## src/logic/bfg_pkg.sv

```systemverilog
// Purpose: constants and carriers for the boot flash section guard
// Assumes: word-addressed flash, fixed concurrent/no-concurrent split at a page boundary
// Notes: lock bits use 1 = unprogrammed, 0 = programmed
// Behaviour
// - store ops from application part ignored
// - boot code may store to any page
// - boot boundary comes from size fuses
// - stall depends only on target page section
// - concurrent-section target: CPU runs, reads limited
// - fixed-section target: CPU stalled whole operation
// - boot part always inside fixed section
// - busy flag set while concurrent section blocked
// - boot lock bits cleared only by chip erase; here reset also reloads all lock bits to 1
// - general chip lock modes ignored here
// - app pair 11: no restriction
// - app pair 10: block stores to application
// - app pair 00: block stores and boot loads
// - app pair 01: block boot loads, mask vectors
// - boot pair 11: no restriction
// - boot pair 10: block stores to boot
// - boot pair 00: block stores and app loads
// - boot pair 01: block app loads, mask vectors
package bfg_pkg;

    localparam int ADDR_W = 15;
    localparam int PAGE_W = 7;
    localparam int FUSE_W = 2;
    localparam int DATA_W = 16;
    // first word of the no-read-while-write part
    localparam logic [14:0] FIXED_BASE = 15'h7000;
    // boot part start per fuse code 00..11, all at or above FIXED_BASE
    localparam logic [14:0] BOOT_BASE_0 = 15'h7000;
    localparam logic [14:0] BOOT_BASE_1 = 15'h7800;
    localparam logic [14:0] BOOT_BASE_2 = 15'h7C00;
    localparam logic [14:0] BOOT_BASE_3 = 15'h7E00;
    localparam logic [15:0] BLOCKED_DATA = 16'hFFFF;
    localparam logic [1:0] LOCK_NONE = 2'h3;
    localparam int OP_CYCLES = 8;

    typedef struct packed {
        logic store_pgm;    // store_program_op write (erase/write page)
        logic load_rd;      // load_program_read
        logic [14:0] addr;  // target word address
    } bfg_req_s;

    typedef enum logic [1:0] {BFG_IDLE, BFG_BUSY} bfg_state_e;

endpackage

```

## src/logic/bfg_guard.sv

```systemverilog
// Purpose: lock and read-while-write guard for self-programmed flash
// Assumes: single core clock; fuses and lock bits stable except via ports
// Notes: flash array itself sits outside; this block grants and stalls
`timescale 1ns/1ps
`default_nettype none
module bfg_guard #(
    parameter int OP_LEN = bfg_pkg::OP_CYCLES
) (
    input wire logic core_clk,                  // 40 MHz clock
    input wire logic rst_n,                     // async reset, active low
    input wire logic clk_en,                    // freezes state when low
    input wire logic [1:0] boot_size_fuses,     // boot part size code
    input wire logic [14:0] fetch_addr,         // current instruction address
    input wire bfg_pkg::bfg_req_s req,          // store/load request
    input wire logic lock_wr,                   // software lock-bit program strobe
    input wire logic [3:0] lock_wdata,          // {boot_hi,boot_lo,app_hi,app_lo}
    input wire logic chip_erase,                // full chip erase strobe
    input wire logic busy_clear,                // software clear of busy flag
    input wire logic [15:0] flash_rdata,        // data from array
    output logic store_go,                      // granted store pulse to array
    output logic cpu_stall,                     // core halt
    output logic rww_blocked,                   // concurrent section unreadable
    output logic concurrent_section_busy_flag,  // status bit in control reg
    output logic [15:0] load_data,              // load read result
    output logic load_ok,                       // load granted
    output logic boot_irq_mask,                 // mask boot-vectored irqs
    output logic app_irq_mask,                  // mask app-vectored irqs
    output logic [3:0] lock_bits                // current lock bits
);
    initial begin
        if (OP_LEN < 1 || OP_LEN > 255)
            $error("OP_LEN out of range");
    end

    // ----------------------------------------
    // reset release
    // ----------------------------------------
    logic rst_s1_q, rst_sync_n;
    always_ff @(posedge core_clk or negedge rst_n)
    begin
        if (!rst_n)
        begin
            rst_s1_q <= 1'b0;
            rst_sync_n <= 1'b0;
        end
        else
        begin
            rst_s1_q <= 1'b1;
            rst_sync_n <= rst_s1_q;
        end
    end

    // ----------------------------------------
    // section decode
    // ----------------------------------------
    function automatic logic [14:0] boot_base(input logic [1:0] f);
        logic [14:0] b;
        b = bfg_pkg::BOOT_BASE_0;
        case (f)
            2'h0: b = bfg_pkg::BOOT_BASE_0;
            2'h1: b = bfg_pkg::BOOT_BASE_1;
            2'h2: b = bfg_pkg::BOOT_BASE_2;
            default: b = bfg_pkg::BOOT_BASE_3;
        endcase
        return b;
    endfunction

    logic [14:0] bb;
    logic from_boot, tgt_boot, tgt_fixed, fetch_conc;
    assign bb = boot_base(boot_size_fuses);
    assign from_boot = fetch_addr >= bb;
    assign tgt_boot = req.addr >= bb;
    assign tgt_fixed = req.addr >= bfg_pkg::FIXED_BASE;
    assign fetch_conc = fetch_addr < bfg_pkg::FIXED_BASE;

    // ----------------------------------------
    // lock bits
    // ----------------------------------------
    logic [3:0] lock_q;
    always_ff @(posedge core_clk or negedge rst_sync_n)
    begin
        if (!rst_sync_n)
            lock_q <= 4'hF;
        else if (clk_en)
        begin
            if (chip_erase)
                lock_q <= 4'hF;
            else if (lock_wr)
                lock_q <= lock_q & lock_wdata; // only programs bits
        end
    end
    assign lock_bits = lock_q;

    logic [1:0] app_pair, boot_pair;
    assign app_pair = lock_q[1:0];
    assign boot_pair = lock_q[3:2];

    // general chip lock modes have no input here at all
    logic store_lock, load_lock, store_ok, load_allowed;
    always_comb
    begin
        store_lock = 1'b0;
        load_lock = 1'b0;
        if (tgt_boot)
        begin
            store_lock = !boot_pair[0];
            load_lock = !from_boot && !boot_pair[1];
        end
        else
        begin
            store_lock = !app_pair[0];
            load_lock = from_boot && !app_pair[1];
        end
    end
    // store from application is ignored; from boot any page
    assign store_ok = req.store_pgm && from_boot && !store_lock;
    assign load_allowed = !load_lock;

    // ----------------------------------------
    // operation sequencer
    // ----------------------------------------
    bfg_pkg::bfg_state_e st_q;
    logic [7:0] cnt_q;
    logic fixed_q;
    always_ff @(posedge core_clk or negedge rst_sync_n)
    begin
        if (!rst_sync_n)
        begin
            st_q <= bfg_pkg::BFG_IDLE;
            cnt_q <= 8'h00;
            fixed_q <= 1'b0;
        end
        else if (clk_en)
        begin
            case (st_q)
                bfg_pkg::BFG_IDLE:
                    if (store_ok) // blocked store changes nothing
                    begin
                        st_q <= bfg_pkg::BFG_BUSY;
                        cnt_q <= 8'(OP_LEN - 1);
                        fixed_q <= tgt_fixed;
                    end
                bfg_pkg::BFG_BUSY:
                    if (cnt_q == 8'h00)
                        st_q <= bfg_pkg::BFG_IDLE;
                    else
                        cnt_q <= cnt_q - 8'h01;
                default: st_q <= bfg_pkg::BFG_IDLE;
            endcase
        end
    end
    logic busy;
    assign busy = st_q == bfg_pkg::BFG_BUSY;
    assign store_go = clk_en && st_q == bfg_pkg::BFG_IDLE && store_ok;
    assign cpu_stall = busy && fixed_q;
    // conc target: core runs, fetches from concurrent section are not served
    assign rww_blocked = busy && !fixed_q;

    // busy flag: set by op start, held until software clears after finish
    logic flag_q;
    always_ff @(posedge core_clk or negedge rst_sync_n)
    begin
        if (!rst_sync_n)
            flag_q <= 1'b0;
        else if (clk_en)
        begin
            if (store_go)
                flag_q <= 1'b1; // set wins over clear
            else if (busy_clear && !busy)
                flag_q <= 1'b0;
        end
    end
    assign concurrent_section_busy_flag = flag_q;

    // ----------------------------------------
    // load path
    // ----------------------------------------
    logic [15:0] ld_q;
    logic ld_ok_q;
    always_ff @(posedge core_clk or negedge rst_sync_n)
    begin
        if (!rst_sync_n)
        begin
            ld_q <= 16'h0000;
            ld_ok_q <= 1'b0;
        end
        else if (clk_en)
        begin
            ld_ok_q <= req.load_rd && load_allowed;
            if (req.load_rd)
                ld_q <= load_allowed ? flash_rdata : bfg_pkg::BLOCKED_DATA;
        end
    end
    assign load_data = ld_q;
    assign load_ok = ld_ok_q;

    // vector masking only applies in load-restricting modes
    assign boot_irq_mask = !from_boot && !app_pair[1];
    assign app_irq_mask = from_boot && !boot_pair[1];
    logic unused;
    assign unused = fetch_conc;
endmodule // bfg_guard
`default_nettype wire

```

## config.mk

```make
export PLATFORM = sky130hd
export DESIGN_NAME = bfg_guard
export DESIGN_NICKNAME = d
export VERILOG_FILES = /design/src/logic/bfg_pkg.sv /design/src/logic/bfg_guard.sv
export SDC_FILE = /design/constraint.sdc
export NUM_CORES = 1
export LEC_CHECK = 0
export ABC_CLOCK_PERIOD_IN_PS = 1700
export BUFFER_PORTS_ARGS = -buffer_cell sky130_fd_sc_hd__clkbuf_2
export CAP_MARGIN = 20
export CORE_MARGIN = 5
export CORE_UTILIZATION = 29
export DETAILED_ROUTE_END_ITERATION = 16
export SLEW_MARGIN = 5
export SYNTH_ARGS = -nofsm -noshare
export SYNTH_HDL_FRONTEND = slang
export SYNTH_SLANG_ARGS = --single-unit
```

## constraint.sdc

```tcl
create_clock -name core_clk -period 1.7 [get_ports core_clk]
set_input_delay 0.17 -clock core_clk [delete_from_list [all_inputs] [get_ports core_clk]]
set_output_delay 0.17 -clock core_clk [all_outputs]
set_load 0.005 [all_outputs]
```

# --- Word-level counts from Yosys, hierarchy flattened ---
# Cells that the tools add are included.
totals:
  input_bits: 60
  elab_cells: 67
  ff_bits: 35
classes:
  n_reduce_logical: 33
  n_mux: 14
  n_eq_ne: 6
  bitwise: 1
  n_lt_le_gt_ge: 3
  n_addsub: 1
op_table:
  columns: ["operator", "count"]
  rows:
  - ["$pmux W12 S3", 1]
  - ["$ge A15 B15 Y1", 2]
  - ["$mux W16", 1]
  - ["$mux W8", 2]
  - ["$pmux W8 S2", 1]
  - ["$ge A15 B15 Y1 const B", 1]
  - ["$logic_and A1 B1 Y1", 12]
  - ["$logic_not A1 Y1", 9]
  - ["$logic_not A8 Y1", 1]
  - ["$mux W4", 2]
  - ["$sub A8 B1 Y8 const B", 1]
  - ["$reduce_and A2 Y1", 3]
  - ["$reduce_and A3 Y1", 2]
  - ["$reduce_bool A2 Y1", 3]
  - ["$and A4 B4 Y4", 1]
  - ["$eq A2 B1 Y1 const B", 2]
  - ["$logic_not A2 Y1", 2]
  - ["$mux W1", 4]
  - ["$mux W2", 2]
  - ["$ne A2 B2 Y1 const B", 2]
  - ["$pmux W2 S2", 1]
  - ["$reduce_and A4 Y1", 1]
  - ["$eq A2 B2 Y1 const B", 1]
  - ["$ne A2 B1 Y1 const B", 1]

# --- Longest topological paths before layout ---
# Gate-level depths: netlist of run 1.
depth:
  word_depth: 9
  ltp_mapped: 8
  depth_no_buf: 7

# --- Worst setup path after synthesis of run 1 ---
# No wires, ideal clock.
synth_path:
  kind: "input to register"
  start: "input port boot_size_fuses[0]"
  end: "register ld_q[0] (netlist: load_data[0])"
  t_arrival_ns: 1.804
  cell_stages: 8
  slack_ns: -0.243
  n_path_buf: 1
  required_ns: 1.561
  cell_sequence: "and2_1 > ha_1 > nor4b_2 > nand4_1 > a31oi_1 > mux2i_2 > buf_6 > a31oi_1"
synth_between:
  elab_chain_cells: 7
  word_cells_on_any_way: 11
  classes_between: "2 x order compare; 2 x eq/ne; 3 x mux; 4 x reduce/logical"
synth_lines:
  columns: ["item", "line_no", "source"]
  rows:
  - ["start, declared", "bfg_guard.sv:12", "input wire logic [1:0] boot_size_fuses,"]
  - ["$eq A2 B2 Y1 (tied with other cells)", "bfg_guard.sv:59", "case (f)"]
  - ["$pmux W12 S3 (*)", "bfg_guard.sv:59", null]
  - ["$ge A15 B15 Y1", "bfg_guard.sv:71", "assign from_boot = fetch_addr >= bb;"]
  - ["$logic_not A1 Y1", "bfg_guard.sv:107", "load_lock = !from_boot && !boot_pair[1];"]
  - ["$logic_and A1 B1 Y1", "bfg_guard.sv:107", null]
  - ["$mux W1 (*)", "bfg_guard.sv:104", "if (tgt_boot)"]
  - ["$mux W16 (*)", "bfg_guard.sv:191", "ld_q <= load_allowed ? flash_rdata : bfg_pkg::BLOCKED_DATA;"]
  - ["end signal, assigned", "bfg_guard.sv:191", null]
  - ["end, declared", "bfg_guard.sv:178", "logic [15:0] ld_q;"]
# Mark *: on every way between the ends. The rest lies on a longest branch, timed or not.
# A chain may end at the register's enable or synchronous reset.

# --- Worst setup path after layout of run 1 ---
layout_path:
  start: "input port boot_size_fuses[1]"
  end: "output port store_go"
layout_between:
  elab_chain_cells: 7
  word_cells_on_any_way: 11
  classes_between: "2 x order compare; 2 x eq/ne; 2 x mux; 5 x reduce/logical"
layout_lines:
  columns: ["item", "line_no", "source"]
  rows:
  - ["$eq A2 B2 Y1 (tied with other cells)", "bfg_guard.sv:59", null]
  - ["$pmux W12 S3 (*)", "bfg_guard.sv:59", null]
  - ["$ge A15 B15 Y1", "bfg_guard.sv:72", "assign tgt_boot = req.addr >= bb;"]
  - ["$mux W1", "bfg_guard.sv:104", null]
  - ["$logic_not A1 Y1", "bfg_guard.sv:116", "assign store_ok = req.store_pgm && from_boot && !store_lock;"]
  - ["$logic_and A1 B1 Y1 (*)", "bfg_guard.sv:116", null]
  - ["$logic_and A1 B1 Y1 (*)", "bfg_guard.sv:154", "assign store_go = clk_en && st_q == bfg_pkg::BFG_IDLE && store_ok;"]
  - ["end, declared", "bfg_guard.sv:20", "output logic store_go,"]
# Marks and branches as above.

==> summary.md, run 1 <==
| Metric | Value |
|---|---|
| Result of the run | complete, but fails checks |
| Failing checks | negative setup slack |
| Number of nets at the end of the flow | 380 |
| Startpoint of the worst setup timing path | boot_size_fuses[1] |
| RSZ-0062 raised after global routing | true |
| Site row count | 29 |
| Leakage power figure | 0.00142 uW |
| Number of global-route vias before repair | 1859 |
| Count of max-cap constraint violations | 0 |
| Initial antenna violation count | 0 |
| Total via count in the routed design | roughly 1800 |
| Number of violations reported at the end of detailed-routing iteration 0 | 70 |
| Floorplan core area | 6280 um2 |
| Cell accounting for the most synthesized area | dfrtp_1 |
| Depth of the CTS H-tree | 2 |
| Crit Reg-Reg Startpoint | cnt_q[1]$_DFFE_PN0P_ |
| Worst Skew | 0.00345 ns |
| Pwr per Cell Area | 958 nW/um2 |
| Pin count of the biggest net entering global routing | 33 |
| Initial core utilization | around 30% |
| Post-layout utilization of the core | 45.7% |
| Clock-pin slew reported for the worst setup and hold paths after clock tree synthesis | 0.07 ns |
| Average wire per cell in the routed design | between 10 and 15 um |
| #FFs+latches synth | 34 |
| Final ANT Viol Nets | 0 |
| Origin of the worst min-delay path | flash_rdata[5] |
| Primary flip-flop cell chosen by synthesis mapping | dfrtp_1 |
| Pre-antenna DRT Iters | 4 |
| Number of setup violations in the final report | 30 |
| Remaining global-route overflow | 0 |
| Yosys warns | 0 |
| Library cell used as clock root buffer | clkbuf_8 |
| Final estimated routing congestion in global placement | 0.773 |
| Area of all placed cells without fillers | 2870 um2 |
| Cell area after technology mapping | 1850 um2 |
| Most common cell in the synthesized netlist | dfrtp_1 |
| Sort of element at the end of the critical path | output port |
| Area growth from synthesis to layout | 54.6% |
| Number of pins exceeding their max-slew limit in the final report | 0 |
| Port bufs | 86 |
| Share of Yosys cell area claimed by the top area cell type | 40.5% |
| Share of synthesized registers carrying an async set or reset | 100% |
| Final hold viol count | 0 |
| Clock tree from TritonCTS | yes |
| Layout cell share with drive strength beyond 1 | 51.8% |
| Top cells by count, synth | dfrtp_1 (30), inv_1 (24), nor2_1 (23) |
| Via density per instance | 4.65 |
| DRC | 0 |
| Final HPWL from detailed placement | 3800 um |
| Maximum clock path buffer count | 2 |
| Routed wire length | 5030 um |
| Net count after synthesis | around 270 |
| Required time of the critical path | about 1.5 ns |
| Worst setup margin | -0.184 ns |
| DP Area | about 2500 um2 |
| Max Fclk | 531 MHz |
| Type of the most critical hold path | primary input to flip-flop |
| Largest driver fanout on the critical path | 3 |
| Worst Setup Path Type | primary input to output port |
| Overall track demand over capacity in global routing | 12.5% |
| Average size of a mapped cell | 9.41 um2 |
| Critical path arrival | 1.71 ns |
| Sequential element share of the synthesized area | a little under half |
| Placed Cells | 373 |
| Overall die height | 90.0 um |
| Number of different library cells in the post-synthesis netlist | 46 |
| Peak supply drop | approximately 550 uV |
| Most area-consuming cells after synthesis | dfrtp_1 (40%), a31oi_1 (5.7%), dfstp_2 (5.7%) |
| Nature of the critical path startpoint | primary input |
| Global-route wire length before repair | 8490 um |
| Total inserted antenna cells | 0 |
| Final period utilization | 111% |
| Latest clock arrival within the worst-skew pair | 0.29 ns |
| Clock Sink Count | 34 |
| Die extent in x | 90.0 um |
| Post-Layout Cell Count | 390 |
| Final critical delay including setup and external delays | between 1.5 and 2 ns |
| CTS buffer count | 5 |
| Number of top-level pins | 87 |
| EDFF count, synth | 0 |
| Gate count after technology mapping | between 150 and 200 |
| Fillers | slightly above 600 |
| Area of the die | 8090 um2 |
worst max-delay path, stage by stage:
cell and delay, ns:
buf_8 0.10, and2_4 0.16, ha_4 0.25, nor4b_4 0.18, nand4_1 0.17, a31o_4 0.27
a211oi_4 0.19, buf_6 0.14, buf_6 0.09
area by class of cell:
class | count | area [um2] | share of cell area (%)
Sequential cell | 34 | 856 | 29.9
Clock inverter | 1 | 5.00 | 0.175
Timing Repair Buffer | 115 | 691 | 24.1
Tap cell | 77 | 96.3 | 3.36
Inverter | 24 | 90.1 | 3.14
Multi-Input combinational cell | 132 | 1040 | 36.4
Clock buffer | 7 | 86.3 | 3.01
per-stage QoR:
stage | setup WS, ns | power (uW) | hold slack (ns) | setup TNS, ns
after global placement | -0.362 | 1940 | -0.0423 | -8.61
after floorplan | -0.169 | 1570 | -0.126 | -2.19
final | -0.184 | 2750 | 0.0955 | -3.02
after detailed placement | -0.362 | 1960 | -0.0427 | -8.74
after CTS | -0.254 | 2700 | 0.0810 | -2.44
after global routing | -0.259 | 2940 | 0.0867 | -5.58
timing repair:
item	CTS	global route
buffers inserted	7	3
hold endpoints to repair	2	0
pin swaps	5	8
endpoints found under the setup margin	28	31
cloned	0	0
hold buffers	1	0
gates resized for setup	19	16
sequential cells by signal, indices dropped and copies added (netlist names):
name / cells
lock_bits: 4
cnt_q: 8
rst_sync_n: 1
load_data: 16
load_ok: 1
rst_s1_q: 1
st_q: 1
concurrent_section_busy_flag: 1
fixed_q: 1
where the power goes:
group	leakage, uW	internal (uW)	switching, uW
sequential	0.000387	977	145
clock	0.0000482	327	294
combinational	0.000983	541	463
total	0.00142	1840	902
cells in the final DEF, fill, tap and decap left out, drive strengths merged, types with 4 or more instances in the layout:
| cell | instances |
|---|---|
| dfrtp | 30 |
| buf | 31 |
| clkbuf | 90 |
| a31oi | 17 |
| nand3 | 6 |
| nor2 | 23 |
| ha | 8 |
| inv | 24 |
| a21o | 5 |
| nand2 | 15 |
| o21ai | 9 |
| dfstp | 4 |
routing by layer:
metal / up-vias / wire length [um] / GRT usage (%)
met3: 6 / 415 / 5.26
li1: 921 / - / -
met2: 62 / 2220 / 19.3
met1: 823 / 2340 / 16.0
met5: - / 0 / 0
met4: 0 / 63 / 3.35
kinds of logic (layout without fill, tap and decap cells):
family	after synthesis	count (layout)	synth area share, %
AOI/OAI and AO/OA	49	49	18.6
other	1	1	0.202
muxes	2	2	1.55
buffers and inverters	31	147	6.82
xor gates and xnor gates	3	3	1.42
and+or+nand+nor	69	69	19.8
DFF	34	34	46.2
adders and majority gates	8	8	5.40
final timing paths:
kind	endpoint	slack [ns]	depth (start not counted)
setup reg to reg	cnt_q[7]$_DFFE_PN0P_	0	5
min in group asynchronous	rst_sync_n$_DFF_PN0_	0.19	2
hold reg to reg	cnt_q[7]$_DFFE_PN0P_	0.26	1
max in group asynchronous	lock_bits[3]$_DFFE_PN1P_	1.12	1
setup / recovery	store_go	-0.18	9
hold / removal	load_data[5]$_DFFE_PN0P_	0.1	3
Note: power is estimated with default switching activity, not from simulation.
==> run 2, diff against run 1 <==
- PLACE_DENSITY: not set -> 0.58
==> summary.md, run 2 (synthesis results as in run 1) <==
| Metric | Value |
|---|---|
| Clock tree from TritonCTS | yes |
| Final estimated routing congestion in global placement | 0.758 (-1.9%) |
| Area of the die | 8090 um2 (unchanged) |
| Number of setup violations in the final report | 25 (-17%) |
| Number of pins exceeding their max-slew limit in the final report | 0 (unchanged) |
| Floorplan core area | 6280 um2 (unchanged) |
| Flip-flop count of the largest register, all copies and words added | 16 (unchanged) |
| Area growth from synthesis to layout | 57.0% |
| Routed wire length | 5010 um (-0.48%) |
| Sort of element at the end of the critical path | output port |
| Total via count in the routed design | 1803 (-0.50%) |
| Final ANT Viol Nets | 0 (unchanged) |
| Die extent in x | 90.0 um (unchanged) |
| Latest clock arrival within the worst-skew pair | 0.29 ns (about the same) |
| Overall power consumption | 2690 uW (-1.9%) |
| Library cell used as clock root buffer | clkbuf_8 |
| Highest-count cells in the layout ignoring fill and taps | clkbuf_2 (84), dfrtp_1 (30), buf_4 (25), inv_1 (22), nor2_1 (19) |
| GR met3 Demand/Resource | 5.01% (-0.25 points) |
| Port bufs | 86 (unchanged) |
| Pin count of the biggest net entering global routing | 31 (-6.1%) |
| Initial core utilization | 29.5% (unchanged) |
| CTS buffer count | 5 (unchanged) |
| Worst setup margin | -0.170 ns (+0.0140 ns) |
| Remaining global-route overflow | 0 (unchanged) |
| Global-route wire length before repair | 8270 um (-2.5%) |
| R2r worst-path depth | 7 (+2) |
| Failing checks | negative setup slack |
| Number of violations reported at the end of detailed-routing iteration 0 | 61 (-13%) |
| Origin of the worst min-delay path | flash_rdata[4] |
| Overall die height | 90.0 um (unchanged) |
| Number of top-level pins | 87 (unchanged) |
| Average wire per cell in the routed design | 12.8 um (-0.48%) |
| Number of nets at the end of the flow | 380 (unchanged) |
| Clock-pin slew reported for the worst setup and hold paths after clock tree synthesis | 0.08 ns (about the same) |
| Number of global-route vias before repair | 1781 (-4.2%) |
| Maximum clock path buffer count | 2 (unchanged) |
| Layout cell share with drive strength beyond 1 | 52.1% (+0.32 points) |
| Worst Skew | 0.0108 ns (+0.00733 ns) |
| DRC | 0 (unchanged) |
| Worst Setup Path Type | primary input to output port |
| Count of max-cap constraint violations | 0 (unchanged) |
| Endpoint with the worst hold slack | load_data[4]$_DFFE_PN0P_ |
| RSZ-0062 raised after global routing | true |
| Leakage power figure | 0.00143 uW (+0.92%) |
| Destination of the worst register-to-register timing path | cnt_q[6]$_DFFE_PN0P_ |
| Critical path arrival | 1.70 ns (about the same) |
| Final hold viol count | 0 (unchanged) |
| Most common library cell in the layout ignoring fill and taps | clkbuf_2 |
| Via density per instance | 4.62 (-0.50%) |
| Required time of the critical path | 1.53 ns (about the same) |
| Type of the most critical hold path | primary input to flip-flop |
| Layer with the highest usage after global routing | met2 |
| Fillers | 614 (+0.33%) |
| Crit-path cells | buf_8, and2_4, ha_4, nor4b_4, nand4_1, a31o_4, a211oi_4, buf_6, buf_6 |
| Largest driver fanout on the critical path | 3 (unchanged) |
| Final period utilization | 110% (-0.82 points) |
| Peak supply drop | 455 uV (-17%) |
| Site row count | 29 (unchanged) |
| Pre-antenna DRT Iters | 4 (unchanged) |
| Overall track demand over capacity in global routing | 12.1% (-0.36 points) |
| FF-to-FF setup slack | -0.05 ns (-0.05 ns) |
| Final critical delay including setup and external delays | 1.87 ns (-0.0140 ns) |
| Total inserted antenna cells | 0 (unchanged) |
| Most common cell on crit path | buf_6 |
| Crit Reg-Reg Startpoint | cnt_q[1]$_DFFE_PN0P_ |
| Max Fclk | 535 MHz (+0.75%) |
| Routing usage on met2 | 17.9% (-1.3 points) |
| Result of the run | complete, but fails checks |
| GRT met1 Usage | 16.1% (+0.10 points) |
| Pwr per Cell Area | 925 nW/um2 (-3.4%) |
| Nature of the critical path startpoint | primary input |
| Initial antenna violation count | 0 (unchanged) |
| CP peak stage delay | 0.27 ns (about the same) |
| Hold Path Cell Cnt | 3 (unchanged) |
| Clock Sink Count | 34 (unchanged) |
| Final HPWL from detailed placement | 3780 um (-0.64%) |
| Crit-path slowest cell | a31o_4 |
| Depth of the CTS H-tree | 2 (unchanged) |
| Post-layout utilization of the core | 46.4% (+0.72 points) |
run 2: changes by cell type in the layout (fill, tap and decap cells not counted), sizes merged:
cell	change
buf	-2
clkbuf	+1
clkinv	+1
run 2: stage by stage:
step | instances | setup TNS [ns] | setup slack [ns] | area [um2] | hold slack [ns]
after global routing | 390 | -4.21 | -0.237 | 2910 | 0.0866
after global placement | 372 | -8.59 | -0.358 | 2530 | -0.0404
after floorplan | 197 | -2.19 | -0.169 | 1880 | -0.126
after CTS | 387 | -2.25 | -0.248 | 2780 | 0.0735
after detailed placement | 372 | -8.96 | -0.382 | 2530 | -0.0386
final | 390 | -2.52 | -0.170 | 2910 | 0.0832
run 2: worst max path at each step:
stage	end	start	slack [ns]
4_1_cts	store_go	boot_size_fuses[0]	-0.25
3_5_place_dp	load_data[9]$_DFFE_PN0P_	boot_size_fuses[0]	-0.38
5_1_grt	store_go	boot_size_fuses[1]	-0.24
3_3_place_gp	load_data[9]$_DFFE_PN0P_	boot_size_fuses[0]	-0.36
6_report	store_go	boot_size_fuses[1]	-0.17
2_1_floorplan	load_data[0]$_DFFE_PN0P_	boot_size_fuses[0]	-0.17
run 2: report_power, final:
part	internal [uW]	leakage, uW	switching [uW]
registers	977	0.000387	144
logic	533	0.00100	452
clock network	289	0.0000452	299
total	1800	0.00143	895
run 2: critical path: cells and delay by family:
kind	cells	cell delay [ns]
AND/OR/NAND/NOR	3	0.49
AO/OA/AOI/OAI	2	0.46
buffers and inverters	3	0.32
adder cells (fa/ha/maj)	1	0.25
run 2: cell type report:
type                    count  area [um2]  share of cell area (%)
clock inverters             2        13.8                   0.473
repair buffers            115         701                    24.1
multi-input cells         132        1080                    37.2
clock buffers               6        72.6                    2.49
well taps                  77        96.3                    3.31
flip-flops and latches     34         856                    29.4
inverters                  24        90.1                    3.09
run 2: repair_timing:
action	4_1_cts	5_1_grt
setup endpoints to repair	27	31
setup buffers	6	4
cloned	0	1
pin swaps	8	18
hold buffers	1	0
endpoints found under the hold margin	2	0
resized for setup	19	17
run 2: routing by layer:
metal / part of all wire [%] / wire length (um)
met4: 1.4 / 72
met5: 0 / 0
met3: 9.3 / 467
met2: 44 / 2200
met1: 45 / 2270
